[src/acf_pkg.sv]
// package: register map, field positions, reset values, timing for the converter setup and event block
// assumes: a 10 MHz core clock and a 32-bit classic wishbone slave port
package acf_pkg;

   // ********************************
   // register offsets (byte address)
   // ********************************
   localparam logic [7:0] ADDR_SETUP  = 8'h04;
   localparam logic [7:0] ADDR_STATUS = 8'h08;
   localparam logic [7:0] ADDR_MASK   = 8'h0c;
   localparam logic [7:0] ADDR_RAW    = 8'h10;
   localparam logic [7:0] ADDR_RESULT = 8'h14;
   localparam logic [7:0] ADDR_OFFSET = 8'h18;
   localparam logic [7:0] ADDR_CTRL   = 8'h1c;
   localparam logic [7:0] ADDR_UPPER  = 8'h24;
   localparam logic [7:0] ADDR_LOWER  = 8'h28;

   // ********************************
   // field positions
   // ********************************
   localparam int ATTEN_LSB   = 8;
   localparam int REPEAT_BIT  = 11;
   localparam int BYPASS_BIT  = 18;
   localparam int RATE_BIT    = 20;
   localparam int MICOUT_BIT  = 22;
   localparam int CAL_BIT     = 0;
   localparam int EOC_BIT     = 2;
   localparam int WIN_BIT     = 3;
   localparam int CMP_EN_BIT  = 0;
   localparam int SETTLED_BIT = 8;

   // ********************************
   // reset values
   // ********************************
   localparam logic [3:0]  MASK_RST  = 4'hf;
   localparam logic [31:0] UPPER_RST = 32'h0fff_ffff;
   localparam logic [31:0] LOWER_RST = 32'h0000_0000;

   // ********************************
   // settle counts and microphone clock timing
   // ********************************
   localparam logic [3:0] SETTLE_FILTERED = 4'ha;
   localparam logic [3:0] SETTLE_BYPASSED = 4'h3;
   localparam int CLK_HZ      = 10_000_000;
   localparam int MIC_FAST_HZ = 1_600_000;
   localparam int MIC_SLOW_HZ = 800_000;
   localparam int FAST_HALF   = CLK_HZ / (2 * MIC_FAST_HZ);
   localparam int SLOW_HALF   = CLK_HZ / (2 * MIC_SLOW_HZ);

endpackage

[src/acf_mic_if.sv]
// interface: control and pin signals between the setup block and the microphone clock generator
// assumes: both ends on CORE_CLK
`timescale 1ns/1ps
interface acf_mic_if;
   logic run;
   logic slow;
   logic clk_o;
   logic oe_n;
   modport ctl (output run, output slow, input clk_o, input oe_n);
   modport gen (input run, input slow, output clk_o, output oe_n);
endinterface

[src/acf_mic_clk.sv]
// module: microphone clock divider driving a gpio with enable
// assumes: CORE_CLK at CLK_HZ, synchronous active-high reset
`timescale 1ns/1ps
module acf_mic_clk
   import acf_pkg::*;
(
   // clock and reset
   input  wire logic CORE_CLK,
   input  wire logic RST,
   // control and pin
   acf_mic_if.gen    mic
);

   typedef struct packed {
      logic [7:0] cnt;
      logic       clk;
      logic       oe_n;
   } acf_mic_s;

   localparam logic [7:0] FAST_TOP = 8'(FAST_HALF - 1);
   localparam logic [7:0] SLOW_TOP = 8'(SLOW_HALF - 1);

   acf_mic_s st_ff;
   acf_mic_s nxt_st;
   logic [7:0] top;

   // ********************************
   // divider
   // ********************************
   // 10 MHz cannot reach 1.6 MHz exactly; half periods round down
   always_comb begin
      nxt_st = st_ff;
      top = mic.slow ? SLOW_TOP : FAST_TOP;
      if (!mic.run) begin
         nxt_st.cnt  = 8'h00;
         nxt_st.clk  = 1'b0;
         nxt_st.oe_n = 1'b1;
      end else begin
         nxt_st.oe_n = 1'b0;
         if (st_ff.cnt >= top) begin
            nxt_st.cnt = 8'h00;
            nxt_st.clk = ~st_ff.clk;
         end else begin
            nxt_st.cnt = st_ff.cnt + 8'h01;
         end
      end
   end

   always_ff @(posedge CORE_CLK) begin
      if (RST) begin
         st_ff <= '{cnt: 8'h00, clk: 1'b0, oe_n: 1'b1};
      end else begin
         st_ff <= nxt_st;
      end
   end

   assign mic.clk_o = st_ff.clk;
   assign mic.oe_n  = st_ff.oe_n;

endmodule

[src/acf_top.sv]
// module: converter setup register, result placement, event flags and interrupt, wishbone slave
// assumes: converter events and values arrive on CORE_CLK as one-cycle pulses with data
//
// Notes on behaviour
// - attenuator field bits 9:8: 01b gives 6.02 dB, 10b gives 9.54 dB
// - setup bit 11: 0 single conversion per start, 1 continuous conversions
// - setup bit 18 set bypasses the decimation filter for faster conversion
// - filter in path: result and offset in upper halves; discard first ten samples
// - filter bypassed: result and offset in lower halves; discard first three samples
// - setup bit 20 selects microphone clock 1.6 MHz (0) or 0.8 MHz (1)
// - setup bit 22 drives microphone clock on gpio; 0 leaves it undriven
// - status bit 0 sets on calibration done, clears on status read
// - status bit 2 sets on conversion done, clears on status read
// - with comparator on, status bit 3 shows value inside window
// - window flag re-evaluated each end of conversion while comparator on, cleared on read
// - mask bit 0 gates calibration interrupt, 0 enables, resets to 1
// - mask bit 2 gates conversion interrupt, 0 enables, resets to 1
// - mask bit 3 gates window interrupt, 0 enables, resets to 1
// - raw register shows the three flags in bits 0, 2, 3; read clears
// - window comparator works only while its enable bit is 1
`timescale 1ns/1ps
module acf_top
   import acf_pkg::*;
#(
   parameter int VAL_W = 16
)
(
   // clock and reset
   input  wire logic              CORE_CLK,
   input  wire logic              RST,
   // wishbone slave
   input  wire logic              WB_CYC_I,
   input  wire logic              WB_STB_I,
   input  wire logic              WB_WE_I,
   input  wire logic [7:0]        WB_ADR_I,
   input  wire logic [3:0]        WB_SEL_I,
   input  wire logic [31:0]       WB_DAT_I,
   output logic      [31:0]       WB_DAT_O,
   output logic                   WB_ACK_O,
   // converter events
   input  wire logic              CAL_DONE,
   input  wire logic [VAL_W-1:0]  CAL_VALUE,
   input  wire logic              CONV_DONE,
   input  wire logic [VAL_W-1:0]  CONV_VALUE,
   // converter control
   output logic      [1:0]        ATTEN_SELECT,
   output logic                   REPEAT_CONVERSION,
   output logic                   FILTER_BYPASS,
   // microphone clock pin
   output logic                   MIC_CLK_O,
   output logic                   MIC_CLK_OE_N,
   // interrupt
   output logic                   ADC_IRQ
);

   // ********************************
   // state
   // ********************************
   typedef struct packed {
      logic        ack;
      logic [31:0] rdat;
      logic [1:0]  atten;
      logic        rep;
      logic        byp;
      logic        rate;
      logic        micout;
      logic        cmp_en;
      logic [31:0] upper;
      logic [31:0] lower;
      logic [31:0] result;
      logic [31:0] offset;
      logic [3:0]  mask;
      logic        cal_f;
      logic        eoc_f;
      logic        win_f;
      logic [3:0]  settle;
   } acf_state_s;

   acf_state_s st_ff;
   acf_state_s nxt_st;

   acf_mic_if mic_bus ();

   logic        req;
   logic        wr;
   logic        rd;
   logic [31:0] wmask;
   logic [31:0] wval;
   logic [31:0] flags;
   logic [31:0] setup_rd;
   logic [3:0]  settle_need;
   logic        in_window;
   logic signed [31:0] sval;

   // ********************************
   // bus decode
   // ********************************
   assign req = WB_CYC_I & WB_STB_I & ~st_ff.ack;
   assign wr  = req & WB_WE_I;
   assign rd  = req & ~WB_WE_I;

   always_comb begin
      for (int i = 0; i < 4; i++) begin
         wmask[i*8 +: 8] = {8{WB_SEL_I[i]}};
      end
   end

   // ********************************
   // derived views
   // ********************************
   assign flags = {28'h000_0000, st_ff.win_f, st_ff.eoc_f, 1'b0, st_ff.cal_f};

   always_comb begin
      setup_rd = 32'h0000_0000;
      setup_rd[ATTEN_LSB +: 2] = st_ff.atten;
      setup_rd[REPEAT_BIT]     = st_ff.rep;
      setup_rd[BYPASS_BIT]     = st_ff.byp;
      setup_rd[RATE_BIT]       = st_ff.rate;
      setup_rd[MICOUT_BIT]     = st_ff.micout;
   end

   // samples to discard depend on the filter path
   assign settle_need = st_ff.byp ? SETTLE_BYPASSED : SETTLE_FILTERED;

   // signed compare of the fresh sample against both limits
   assign sval = 32'(signed'(CONV_VALUE));
   assign in_window = (sval <= signed'(st_ff.upper)) &&
                      (sval >= signed'(st_ff.lower));

   // ********************************
   // next state
   // ********************************
   always_comb begin
      nxt_st = st_ff;
      wval   = 32'h0000_0000;

      // ack pulses one cycle after the request, then drops
      nxt_st.ack = req;

      // read data, unmapped addresses read zero
      if (rd) begin
         unique case (WB_ADR_I)
            ADDR_SETUP:  nxt_st.rdat = setup_rd;
            ADDR_STATUS: nxt_st.rdat = flags & ~{28'h000_0000, st_ff.mask};
            ADDR_MASK:   nxt_st.rdat = {28'h000_0000, st_ff.mask};
            ADDR_RAW:    nxt_st.rdat = flags;
            ADDR_RESULT: nxt_st.rdat = st_ff.result;
            ADDR_OFFSET: nxt_st.rdat = st_ff.offset;
            ADDR_CTRL: begin
               nxt_st.rdat = 32'h0000_0000;
               nxt_st.rdat[CMP_EN_BIT]  = st_ff.cmp_en;
               nxt_st.rdat[SETTLED_BIT] = (st_ff.settle >= settle_need);
            end
            ADDR_UPPER:  nxt_st.rdat = st_ff.upper;
            ADDR_LOWER:  nxt_st.rdat = st_ff.lower;
            default:     nxt_st.rdat = 32'h0000_0000;
         endcase
      end

      // register writes, honouring byte lanes
      if (wr) begin
         unique case (WB_ADR_I)
            ADDR_SETUP: begin
               wval = (setup_rd & ~wmask) | (WB_DAT_I & wmask);
               nxt_st.atten  = wval[ATTEN_LSB +: 2];
               nxt_st.rep    = wval[REPEAT_BIT];
               nxt_st.byp    = wval[BYPASS_BIT];
               nxt_st.rate   = wval[RATE_BIT];
               nxt_st.micout = wval[MICOUT_BIT];
               // a mode change restarts the discard count unless a conversion ends in the same cycle with the count below 15
               if (wval[BYPASS_BIT] != st_ff.byp ||
                   wval[REPEAT_BIT] != st_ff.rep) begin
                  nxt_st.settle = 4'h0;
               end
            end
            ADDR_MASK: begin
               if (WB_SEL_I[0]) begin
                  nxt_st.mask = WB_DAT_I[3:0];
               end
            end
            ADDR_CTRL: begin
               if (WB_SEL_I[0]) begin
                  nxt_st.cmp_en = WB_DAT_I[CMP_EN_BIT];
               end
            end
            ADDR_UPPER: begin
               nxt_st.upper = (st_ff.upper & ~wmask) | (WB_DAT_I & wmask);
            end
            ADDR_LOWER: begin
               nxt_st.lower = (st_ff.lower & ~wmask) | (WB_DAT_I & wmask);
            end
            default: begin
               nxt_st.rdat = st_ff.rdat;
            end
         endcase
      end

      // read of status or raw clears all flags; events below win
      if (rd && (WB_ADR_I == ADDR_STATUS || WB_ADR_I == ADDR_RAW)) begin
         nxt_st.cal_f = 1'b0;
         nxt_st.eoc_f = 1'b0;
         nxt_st.win_f = 1'b0;
      end

      // calibration lands in the half matching the filter path
      if (CAL_DONE) begin
         nxt_st.cal_f = 1'b1;
         if (st_ff.byp) begin
            nxt_st.offset = {16'h0000, 16'(CAL_VALUE)};
         end else begin
            nxt_st.offset = {16'(CAL_VALUE), 16'h0000};
         end
      end

      // conversion result placement and window re-evaluation
      if (CONV_DONE) begin
         nxt_st.eoc_f = 1'b1;
         if (st_ff.byp) begin
            nxt_st.result = {16'h0000, 16'(CONV_VALUE)};
         end else begin
            nxt_st.result = {16'(CONV_VALUE), 16'h0000};
         end
         if (st_ff.cmp_en) begin
            nxt_st.win_f = in_window;
         end
         if (st_ff.settle != 4'hf) begin
            nxt_st.settle = st_ff.settle + 4'h1;
         end
      end
   end

   // ********************************
   // registers
   // ********************************
   always_ff @(posedge CORE_CLK) begin
      if (RST) begin
         st_ff <= '{
            ack:    1'b0,
            rdat:   32'h0000_0000,
            atten:  2'h0,
            rep:    1'b0,
            byp:    1'b0,
            rate:   1'b0,
            micout: 1'b0,
            cmp_en: 1'b0,
            upper:  UPPER_RST,
            lower:  LOWER_RST,
            result: 32'h0000_0000,
            offset: 32'h0000_0000,
            mask:   MASK_RST,
            cal_f:  1'b0,
            eoc_f:  1'b0,
            win_f:  1'b0,
            settle: 4'h0
         };
      end else begin
         st_ff <= nxt_st;
      end
   end

   // ********************************
   // microphone clock
   // ********************************
   assign mic_bus.run  = st_ff.micout;
   assign mic_bus.slow = st_ff.rate;

   acf_mic_clk u_mic (
      .CORE_CLK (CORE_CLK),
      .RST      (RST),
      .mic      (mic_bus.gen)
   );

   // ********************************
   // outputs
   // ********************************
   assign WB_ACK_O          = st_ff.ack;
   assign WB_DAT_O          = st_ff.rdat;
   assign ATTEN_SELECT      = st_ff.atten;
   assign REPEAT_CONVERSION = st_ff.rep;
   assign FILTER_BYPASS     = st_ff.byp;
   assign MIC_CLK_O         = mic_bus.clk_o;
   assign MIC_CLK_OE_N      = mic_bus.oe_n;

   // masked-enable sum of the three flags
   assign ADC_IRQ = |(flags[3:0] & ~st_ff.mask);

endmodule

[config.mk]
export PLATFORM = sky130hd
export DESIGN_NAME = acf_top
export DESIGN_NICKNAME = d
export VERILOG_FILES = /design/src/acf_pkg.sv /design/src/acf_mic_if.sv /design/src/acf_mic_clk.sv /design/src/acf_top.sv
export SDC_FILE = /design/constraint.sdc
export NUM_CORES = 1
export LEC_CHECK = 0
export ABC_AREA = 1
export BUFFER_PORTS_ARGS = -buffer_cell sky130_fd_sc_hd__buf_4
export CAP_MARGIN = 20
export CELL_PAD_IN_SITES_DETAIL_PLACEMENT = 1
export CELL_PAD_IN_SITES_GLOBAL_PLACEMENT = 2
export CORE_MARGIN = 1
export CORE_UTILIZATION = 31
export CTS_CLUSTER_SIZE = 12
export DETAILED_ROUTE_END_ITERATION = 6
export GPL_TIMING_DRIVEN = 1
export PLACE_DENSITY = 0.87
export RECOVER_POWER = 50
export SYNTH_ARGS = -nofsm -noshare
export SYNTH_HDL_FRONTEND = slang
export SYNTH_SLANG_ARGS = --single-unit
[constraint.sdc]
create_clock -name CORE_CLK -period 1.9 [get_ports CORE_CLK]
set_clock_uncertainty 0.15 [all_clocks]
set_input_delay 0.19 -clock CORE_CLK [delete_from_list [all_inputs] [get_ports CORE_CLK]]
set_output_delay 0.19 -clock CORE_CLK [all_outputs]
set_load 0.02 [all_outputs]
==> flow_summary_export.csv, run 1 <==
group,metric,value,unit
worst_setup_path,rrSetupSlack,-50,ps
worst_setup_path,timing.critical_path.buf_inv,2,
timing,worst_slew_pin_slew,780.8,ps
global_route,gr-total-overflow,0,
final_layout,n_fill_cell,3736,
run_status,status,"finished with violations",
drt,firstDrtPassIters,7,
worst_setup_path,worst_path_largest_cell_delay,340,ps
worst_setup_path,path_delay_family,"compound AO/OA/AOI/OAI gates",
worst_setup_path,worstSetupPathType,"reg2reg",
global_route,grt_first_pass_wirelength,57080,um
timing,fin_crit_sh,102.7,%
synth,synth_cell_type_count,47,
drt,via_per_inst,5.144,
timing,hold_viol_final,0,
floorplanning,start_util,31.72,%
clocking,clockBufferDepth,2,
timing,rsz0062_at_grt,"yes",
clocking,h-tree-depth,4,
timing,setup_viol,1,
synth,synth_edf_count,0,
power,p_leak,5.548,nW
place,post-dp-hpwl,26650,um
synth,yosysSeqAreaShare,38.68,%
floorplanning,core_area,30830,um^2
floorplanning,dieArea,32270,um^2
job,max-cap-violations,0,
drt,drt_first_iter_violations,704,
synth,synth_area_per_cell,7.605,um^2
place,gp_congestion,0.8579,
drt,route.vias.total,9918,
worst_setup_path,crit_slowest_cell,"dfxtp_2",
floorplanning,fp-row-count,64,
worst_setup_path,cp_cell_sequence,"inv_2 -> ha_4 -> buf_4 -> a21oi_2 -> o21a_1 -> nand2_2 -> a21oi_2 -> nand2_2 -> nand2_1 -> nand3_2 -> nand3_1 -> a21oi_1",
final_layout,stdcell_count,1928,
floorplanning,io_pins,123,
timing,tns,-51.52,ps
final_layout,multi_input_area,5446,um^2
drt,detail_route.wl_per_cell,19.41,um
synth,ys_seq_elements,189,
worst_setup_path,crit_required,2080,ps
worst_setup_path,arrival,2130,ps
synth,async_reset_ff_share,0,%
clocking,clk_latency,460,ps
final_layout,seqCellArea,3811,um^2
synth,postSynthCellCount,1286,
floorplanning,die_y,179.6,um
global_route,track_usage,22.84,%
clocking,cts-buffers-inserted,17,
final_layout,utilization,43.03,%
final_layout,n_antenna_cell,0,
clocking,cts_root_buf,"clkbuf_16",
worst_setup_path,setup.worst_path.end_class,"flip-flop",
power,power_density,654.7,nW/um^2
clocking,cts_sinks,189,
final_layout,syn_to_final_growth,35.63,%
timing,fmax,512.4,MHz
clocking,cts.clk_slew.worst_paths,80,ps
run_status,violations,"design-rule violations, negative setup slack",
drt,detail-route-antenna-nets,0,
drt,routed_wl,37420,um
final_layout,drive_above_1_share,25.85,%
synth,synthesis.area,9781,um^2
worst_setup_path,rr_worst_depth,12,
min_path,holdPathStages,3,
clocking,tritoncts,"yes",
final_layout,finalNetCount,1673,
worst_setup_path,cp_max_fo,2,
timing,slew_headroom,47.95,%
timing,slew_viol_final,0,
floorplanning,dieWidth,179.6,um
place,io_buffers,122,
global_route,grt_max_degree,94,
worst_setup_path,reg2reg_to,"flags[3]$_SDFF_PP0_",
timing,layout_min_cycle_time,1952,ps
place,postPlaceCellArea,11540,um^2
final_layout,postLayoutCellArea,13270,um^2
timing,fin_ws,-51.52,ps
global_route,grt_pass1_vias,10210,
power,peakVddDrop,668.1,uV
min_path,min_from,"WB_SEL_I[2]",
min_path,hold_class,"in2reg",
global_route,antenna_found_initial,0,
worst_setup_path,start_kind,"flip-flop",
synth,ys.flop_type,"dfxtp_1",
place,pre_cts_slack,-260.4,ps
place,dpl.cell_count,1820,
synth,yosysWarningCount,0,
drt,drc_errors,7,
==> layout by cell type (no fill, tap or decap), types with 24 or more instances in the layout <==
cell type,n
a21oi_1,190
buf_4,190
clkbuf_1,40
dfxtp_1,167
dlygate4sd3_1,65
ha_1,45
ha_4,26
inv_1,89
inv_2,36
nand2_1,259
nand3_1,88
nor2_1,24
o211ai_1,30
o21ai_0,54
==> metal layers <==
layer	vias up	wire (um)	global-route usage [%]
met5	-	0	0
met4	0	1515	10.24
met3	71	1505	3.545
met2	253	17690	37.69
met1	4811	16700	29.40
li1	4783	-	-
==> cell type report <==
| class | instances | area share [%] |
|---|---|---|
| clock inverter | 15 | 1.292 |
| inverter | 128 | 3.650 |
| timing repair buffer | 309 | 18.33 |
| clock buffer | 17 | 3.207 |
| sequential | 189 | 28.73 |
| multi-input combinational | 874 | 41.06 |
| tap | 396 | 3.735 |
==> power breakdown <==
part | leakage, nW | internal (mW) | total (mW) | switching (mW)
registers | 1.54 | 4.01 | 4.05 | 0.0377
clock network | 0.292 | 1.78 | 3.70 | 1.92
logic | 3.72 | 0.422 | 0.939 | 0.517
==> worst max-delay path by stage <==
stage | end | slack [ps] | depth (start not counted)
6_report | flags[3]$_SDFF_PP0_ | -50 | 12
4_1_cts | flags[3]$_SDFF_PP0_ | -30 | 13
3_3_place_gp | flags[3]$_SDFF_PP0_ | -180 | 13
2_1_floorplan | flags[3]$_SDFF_PP0_ | 120 | 11
5_1_grt | flags[3]$_SDFF_PP0_ | -160 | 12
3_5_place_dp | flags[3]$_SDFF_PP0_ | -260 | 13
==> timing repair <==
action,CTS,global route
hold endpoints to repair,144,1
gates resized for setup,61,65
pin swaps,24,20
gates cloned,0,1
setup buffers,6,4
hold buffers,64,1
endpoints found under the setup margin,2,26
==> worst reg2reg max path: cells and delay by family (launching register included) <==
family / cells / cell delay [ps]
AND/OR/NAND/NOR: 5 / 360
AO/OA/AOI/OAI: 4 / 550
adder cells (fa/ha/maj): 1 / 230
buffers and inverters: 2 / 190
flip-flops: 1 / 340
==> synth_stat cells, types with 2 or more instances <==
| cell | instances | area share (%) |
|---|---|---|
| nand2_4 | 3 | 0.35 |
| nand2_1 | 279 | 11 |
| o21a_1 | 4 | 0.31 |
| nor2_1 | 32 | 1.2 |
| clkbuf_1 | 35 | 1.3 |
| a22o_1 | 9 | 0.81 |
| buf_2 | 9 | 0.46 |
| nand2_2 | 6 | 0.38 |
| nor3_4 | 2 | 0.33 |
| inv_1 | 117 | 4.5 |
| nand4_1 | 9 | 0.58 |
| o22ai_2 | 10 | 1.3 |
| clkinv_1 | 2 | 0.077 |
| nand3_1 | 90 | 4.6 |
| nor2_4 | 7 | 0.81 |
| a21o_1 | 3 | 0.23 |
| o21ai_1 | 16 | 0.82 |
| a31oi_1 | 2 | 0.13 |
| a32o_1 | 3 | 0.31 |
| a211oi_1 | 2 | 0.15 |
| o211ai_1 | 30 | 2.3 |
| a21oi_1 | 195 | 10 |
| buf_1 | 8 | 0.31 |
| nor3_1 | 4 | 0.20 |
| o21ai_0 | 55 | 2.8 |
| dfxtp_1 | 189 | 39 |
| nor4_1 | 2 | 0.13 |
| buf_4 | 37 | 2.8 |
| o211ai_2 | 3 | 0.38 |
| ha_1 | 71 | 9.1 |
| o22ai_1 | 20 | 1.3 |
| buf_6 | 9 | 1.0 |
| inv_2 | 9 | 0.35 |
==> stage by stage <==
stage	hold WS (ps)	total power, mW
2_1_floorplan	170.4	4.471
3_3_place_gp	265.9	4.843
3_5_place_dp	272.6	4.868
4_1_cts	35.83	8.658
5_1_grt	34.48	8.982
6_report	25.38	8.685
==> logic make-up after synthesis <==
kind of cell / Yosys count / synth area share, %
xor+xnor: 2 / 0.1791
compound gates: 358 / 21.31
buf+inv: 226 / 10.90
simple gates: 439 / 19.80
fa+ha+maj: 71 / 9.083
flops: 189 / 38.68
other cells: 1 / 0.03834
Power figures use the tool's default switching activity.
==> inputs of run 2 (changes only) <==
- BUFFER_PORTS_ARGS: -buffer_cell sky130_fd_sc_hd__buf_4 -> -buffer_cell sky130_fd_sc_hd__buf_2
==> flow_summary_export.csv, run 2 (same netlist as run 1, synthesis figures left out) <==
group,metric,value,unit
floorplanning,die_y,179.6,um
clocking,cts_sinks,189,
worst_setup_path,reg2reg_to,"flags[3]$_SDFF_PP0_",
final_layout,mostFrequentLayoutCells,"nand2_1, a21oi_1, dfxtp_1",
power,peakVddDrop,671.3,uV
floorplanning,fp-row-count,64,
worst_setup_path,cp_max_fo,2,
timing,tns,-56.79,ps
timing,fmax,511.0,MHz
clocking,h-tree-depth,4,
final_layout,n_fill_cell,3748,
drt,via_per_inst,5.133,
global_route,track_usage,22.28,%
worst_setup_path,crit_end,"flags[3]$_SDFF_PP0_",
global_route,gr-total-overflow,0,
timing,rsz0062_at_grt,"yes",
min_path,hold_class,"in2reg",
clocking,cts-buffers-inserted,17,
timing,layout_min_cycle_time,1957,ps
clocking,cts_root_buf,"clkbuf_16",
global_route,grt_first_pass_wirelength,56260,um
power,p_leak,5.676,nW
clocking,cts.clk_slew.worst_paths,80,ps
floorplanning,dieWidth,179.6,um
drt,routed_wl,36640,um
global_route,grt_pass1_vias,9987,
place,io_buffers,122,
power,power_density,667.2,nW/um^2
timing,worst_slew_pin_slew,661.4,ps
timing,fin_crit_sh,103.0,%
timing,slew_headroom,55.91,%
final_layout,seqCellArea,3811,um^2
final_layout,utilization,42.39,%
timing,finalHoldWorstSlack,20.19,ps
timing,slew_viol_final,0,
worst_setup_path,crit_required,2140,ps
global_route,grt_max_degree,63,
clocking,clockBufferDepth,2,
worst_setup_path,rrSetupSlack,-60,ps
worst_setup_path,setup.worst_path.end_class,"flip-flop",
run_status,status,"finished with violations",
clocking,clk_latency,460,ps
global_route,antenna_found_initial,0,
run_status,violations,"design-rule violations, negative setup slack",
final_layout,finalNetCount,1670,
floorplanning,core_area,30830,um^2
clocking,tritoncts,"yes",
final_layout,syn_to_final_growth,33.62,%
timing,fin_ws,-56.79,ps
drt,drc_errors,7,
worst_setup_path,arrival,2190,ps
drt,route.vias.total,9881,
power,power,8.720,mW
final_layout,final_common_cell,"nand2_1",
floorplanning,start_util,31.72,%
drt,drt_first_iter_violations,644,
floorplanning,dieArea,32270,um^2
job,max-cap-violations,0,
drt,detail-route-antenna-nets,0,
worst_setup_path,rr_worst_depth,13,
worst_setup_path,start_kind,"flip-flop",
floorplanning,io_pins,123,
final_layout,n_antenna_cell,0,
drt,firstDrtPassIters,7,
worst_setup_path,worstSetupPathType,"reg2reg",
drt,detail_route.wl_per_cell,19.03,um
timing,setup_viol,1,
place,post-dp-hpwl,26840,um
final_layout,multi_input_area,5445,um^2
place,gp_congestion,0.8219,
final_layout,drive_above_1_share,28.97,%
timing,hold_viol_final,0,
==> run 2: changes by cell type in the layout (fill, tap and decap cells not counted), moves of 3 or more <==
cell / change
clkbuf_2: -3
clkbuf_1: -40
nor2_1: -3
buf_4: -70
o21ai_1: +3
dlygate4sd3_1: -8
clkinv_8: -4
buf_2: +120
o21ai_0: -3
==> run 2: worst min-delay path by stage <==
stage | cells after the start | slack [ps] | start | endpoint
final | 3 | 20 | CONV_DONE | st_ff[54]$_SDFFE_PP0P_
after global routing | 3 | 30 | CONV_DONE | st_ff[0]$_SDFF_PP0_
after CTS | 3 | 7 | CONV_DONE | st_ff[54]$_SDFFE_PP0P_
after detailed placement | 3 | 280 | WB_DAT_I[24] | flip-flop
after global placement | 3 | 270 | WB_DAT_I[17] | flip-flop
after floorplan | 2 | 170 | WB_DAT_I[8] | flip-flop
==> run 2: layout make-up <==
class	count	area share [%]
clock buffer	17	3.255
clock inverter	15	1.331
inverter	128	3.676
multi-input combinational	874	41.67
sequential	189	29.16
tap	396	3.791
timing repair buffer	306	17.12
==> run 2: timing repair <==
item,in CTS,in global routing
endpoints found under the hold margin,116,1
setup buffers,1,6
hold buffers,56,1
pin swaps,12,29
endpoints found under the setup margin,2,22
gates resized for setup,29,102
==> run 2: worst max-delay path, stage by stage, from the launching register on <==
cell	delay (ps)
dfxtp_2	330
inv_2	60
ha_4	270
nand2_2	70
nor2_4	140
nand2_4	70
nor4_4	170
buf_4	160
nand2_2	50
nand2_1	60
nand2_1	70
nand3_2	70
nand3_2	80
a21oi_2	120
==> run 2: metrics by stage <==
stage / cell area (um^2) / worst slack (ps) / cells
floorplan: 9792 / 123.4 / 1289
global placement: 11320 / -182.4 / 1829
detailed placement: 11320 / -293.2 / 1829
CTS: 12620 / -93.84 / 1918
global route: 13070 / -155.8 / 1925
finish: 13070 / -56.79 / 1925
==> run 2: metal layers <==
metal / vias up / GRT usage (%) / routed length, um
met5: - / 0 / 0
met4: 0 / 7.379 / 995
met3: 46 / 2.938 / 1203
met2: 201 / 37.31 / 17440
met1: 4861 / 29.52 / 17000
li1: 4773 / - / -
==> run 2: power breakdown <==
group / switching (mW) / internal [mW] / leakage [nW]
Sequential: 0.0364 / 4.01 / 1.53
Clock: 1.81 / 1.99 / 0.287
Combinational: 0.508 / 0.372 / 3.85
==> inputs of run 3 (changes only) <==
- CORE_UTILIZATION: 31 -> 30
- GPL_TIMING_DRIVEN: 1 -> 0
- PLACE_DENSITY: 0.87 -> 0.86
- SYNTH_HIERARCHICAL: unset -> 1
==> flow_summary_export.csv, run 3 <==
group,metric,value,unit
run_status,status,"finished with violations",
run_status,violations,"negative setup slack",
clocking,cts-buffers-inserted,17,
worst_setup_path,crit_slowest_cell,"or3b_4",
worst_setup_path,worstSetupPathType,"reg2reg",
synth,ys_seq_elements,189,
timing,rsz0062_at_grt,"yes",
synth,postSynthCellCount,1327,
synth,synth_cell_type_count,48,
floorplanning,fp-row-count,66,
synth,synth_area_per_cell,7.457,um^2
global_route,grt_max_degree,37,
power,p_seq_share,47.5,%
synth,yosysSeqAreaShare,38.23,%
worst_setup_path,cp_cell_sequence,"inv_2 -> ha_4 -> nand4_1 -> nor2_4 -> nand3_4 -> or3b_4 -> nand3_2 -> nand3_2 -> a21oi_2",
min_path,hold_class,"in2reg",
timing,fmax,484.7,MHz
worst_setup_path,arrival,2290,ps
power,p_sw_share,26.71,%
global_route,grt_pass1_vias,10220,
power,p_switching,2.274,mW
synth,yosys-top-cells-area,"dfxtp_1, nand2_1, ha_1",
power,p_comb_share,10.2,%
worst_setup_path,critPathMostFrequentCell,"nand3_2",
final_layout,final_common_cell,"nand2_1",
worst_setup_path,timing.critical_path.buf_inv,1,
floorplanning,core_area,32540,um^2
final_layout,drive_above_1_share,20.05,%
floorplanning,start_util,30.41,%
synth,synthesis.area,9896,um^2
worst_setup_path,start_kind,"flip-flop",
timing,setup_viol,34,
power,clkPwrFrac,42.4,%
timing,slew_viol_final,0,
drt,firstDrtPassIters,5,
worst_setup_path,cp_max_fo,4,
place,post-dp-hpwl,29330,um
power,p_leak,5.391,nW
global_route,gr-total-overflow,0,
drt,routed_wl,39000,um
power,intPower,6.240,mW
synth,async_reset_ff_share,0,%
clocking,h-tree-depth,4,
power,peakVddDrop,551.2,uV
floorplanning,dieArea,33720,um^2
timing,slew_headroom,52.72,%
final_layout,finalNetCount,1703,
synth,synth_area_leader_cell,"dfxtp_1",
synth,yosysWarningCount,6,
worst_setup_path,crit_required,2130,ps
synth,synthTopCellsByCount,"nand2_1, dfxtp_1, a21oi_1",
floorplanning,die_y,183.6,um
timing,fin_ws,-163.3,ps
worst_setup_path,worst_path_largest_cell_delay,410,ps
power,power_density,666.5,nW/um^2
drt,detail_route.wl_per_cell,19.46,um
timing,worst_slew_pin_slew,709.2,ps
global_route,track_usage,23.37,%
place,io_buffers,121,
synth,yosysMostFrequentCell,"nand2_1",
clocking,clk_latency,450,ps
drt,drc_errors,0,
synth,ys.flop_type,"dfxtp_1",
timing,fin_crit_sh,108.6,%
drt,via_per_inst,5.025,
drt,detail-route-antenna-nets,0,
worst_setup_path,setup.worst_path.end_class,"flip-flop",
global_route,grt_first_pass_wirelength,58710,um
clocking,clockBufferDepth,2,
floorplanning,io_pins,123,
global_route,antenna_found_initial,0,
power,power,8.514,mW
final_layout,syn_to_final_growth,29.09,%
worst_setup_path,path_delay_family,"simple AND/OR/NAND/NOR gates",
timing,hold_viol_final,0,
drt,drt_first_iter_violations,690,
place,gp_congestion,0.8664,
synth,synth_top_cell_area_share,38.23,%
synth,synth_edf_count,0,
final_layout,n_fill_cell,4076,
floorplanning,dieWidth,183.6,um
drt,route.vias.total,10070,
clocking,cts.clk_slew.worst_paths,80,ps
clocking,cts_sinks,189,
clocking,tritoncts,"yes",
timing,layout_min_cycle_time,2063,ps
clocking,cts_root_buf,"clkbuf_16",
final_layout,mostFrequentLayoutCells,"nand2_1, dfxtp_1, a21oi_1",
timing,tns,-2077,ps
job,max-cap-violations,0,
[run 3: cell count changes after synthesis, sizes merged, moves of 3 or more]
cell / previous run / this run
o221ai: 0 / 5
a32o: 3 / 0
o22ai: 30 / 11
clkbuf: 35 / 40
nand3: 90 / 85
a21oi: 196 / 176
inv: 126 / 142
a22o: 9 / 4
nand2: 288 / 321
o211ai: 33 / 36
buf: 63 / 60
o21ai: 71 / 107
[run 3: final cells by class]
cell class                      count  area (um^2)  area share (%)
Tap cell                          442        553.0           4.329
Timing Repair Buffer              202         1340           10.49
Clock buffer                       20        456.7           3.575
Multi-Input combinational cell    897         5385           42.15
Antenna cell                        1        2.502         0.01959
Inverter                          144        543.0           4.251
Buffer                             98        590.6           4.623
Clock inverter                     11        108.9          0.8521
Sequential cell                   189         3795           29.71
[run 3: kinds of logic (layout without fill, tap and decap cells)]
kind of cell / Yosys count / after routing / synth area share [%]
DFF: 189 / 189 / 38.23
xor gates and xnor gates: 2 / 2 / 0.1770
adders and majority gates: 71 / 71 / 8.977
buffers and inverters: 244 / 475 / 11.34
and+or+nand+nor: 465 / 465 / 20.84
AOI/OAI and AO/OA: 355 / 355 / 20.39
other: 1 / 5 / 0.03790
[run 3: worst paths after layout]
path | cells past startpoint | to | from | slack, ps
min reg2reg | 2 | WB_DAT_O[15]$_SDFFE_PP0P_ | WB_DAT_O[15]$_SDFFE_PP0P_ | 320
min | 4 | flip-flop | WB_SEL_I[3] | 20
max | 9 | flags[3]$_SDFF_PP0_ | flip-flop | -160
max reg2reg | 9 | flags[3]$_SDFF_PP0_ | flip-flop | -160
[run 3: power by group through the flow]
stage	clock network, mW	registers, mW	logic (mW)
2_1_floorplan	0	4.13	0.349
3_3_place_gp	0	4.13	0.653
3_5_place_dp	0	4.13	0.671
4_1_cts	3.65	4.04	0.821
5_1_grt	3.82	4.05	0.942
6_report	3.61	4.04	0.865
[run 3: repair_timing]
| item | 4_1_cts | 5_1_grt |
|---|---|---|
| cloned | 0 | 0 |
| hold endpoints to repair | 141 | 1 |
| endpoints found under the setup margin | 108 | 61 |
| resized for setup | 73 | 52 |
| hold buffers | 67 | 1 |
| setup buffers | 5 | 8 |
| pin swaps | 18 | 22 |
[run 3: per-layer routing]
metal	track usage [%]	part of all wire, %
met5	0	0
met1	29.71	44
met2	39.88	48
met3	3.487	4.7
met4	8.500	2.7
[run 3: stage by stage]
step           setup WS, ps  instances  hold slack (ps)  cell area (um^2)  utilization, %
2_1_floorplan         119.3       1330            127.6              9907               -
3_3_place_gp         -964.3       1893            280.0             11070           34.01
3_5_place_dp          -1013       1893            291.9             11070           34.01
4_1_cts              -140.2       1995            3.231             12600           38.72
5_1_grt              -219.0       2003            46.36             12770           39.26
6_report             -163.3       2004            23.68             12770           39.26
[run 3: worst min-delay path: stages]
cell	delay (ps)
buf_2	120
nand2_4	80
o21ai_0	150
a21oi_1	50
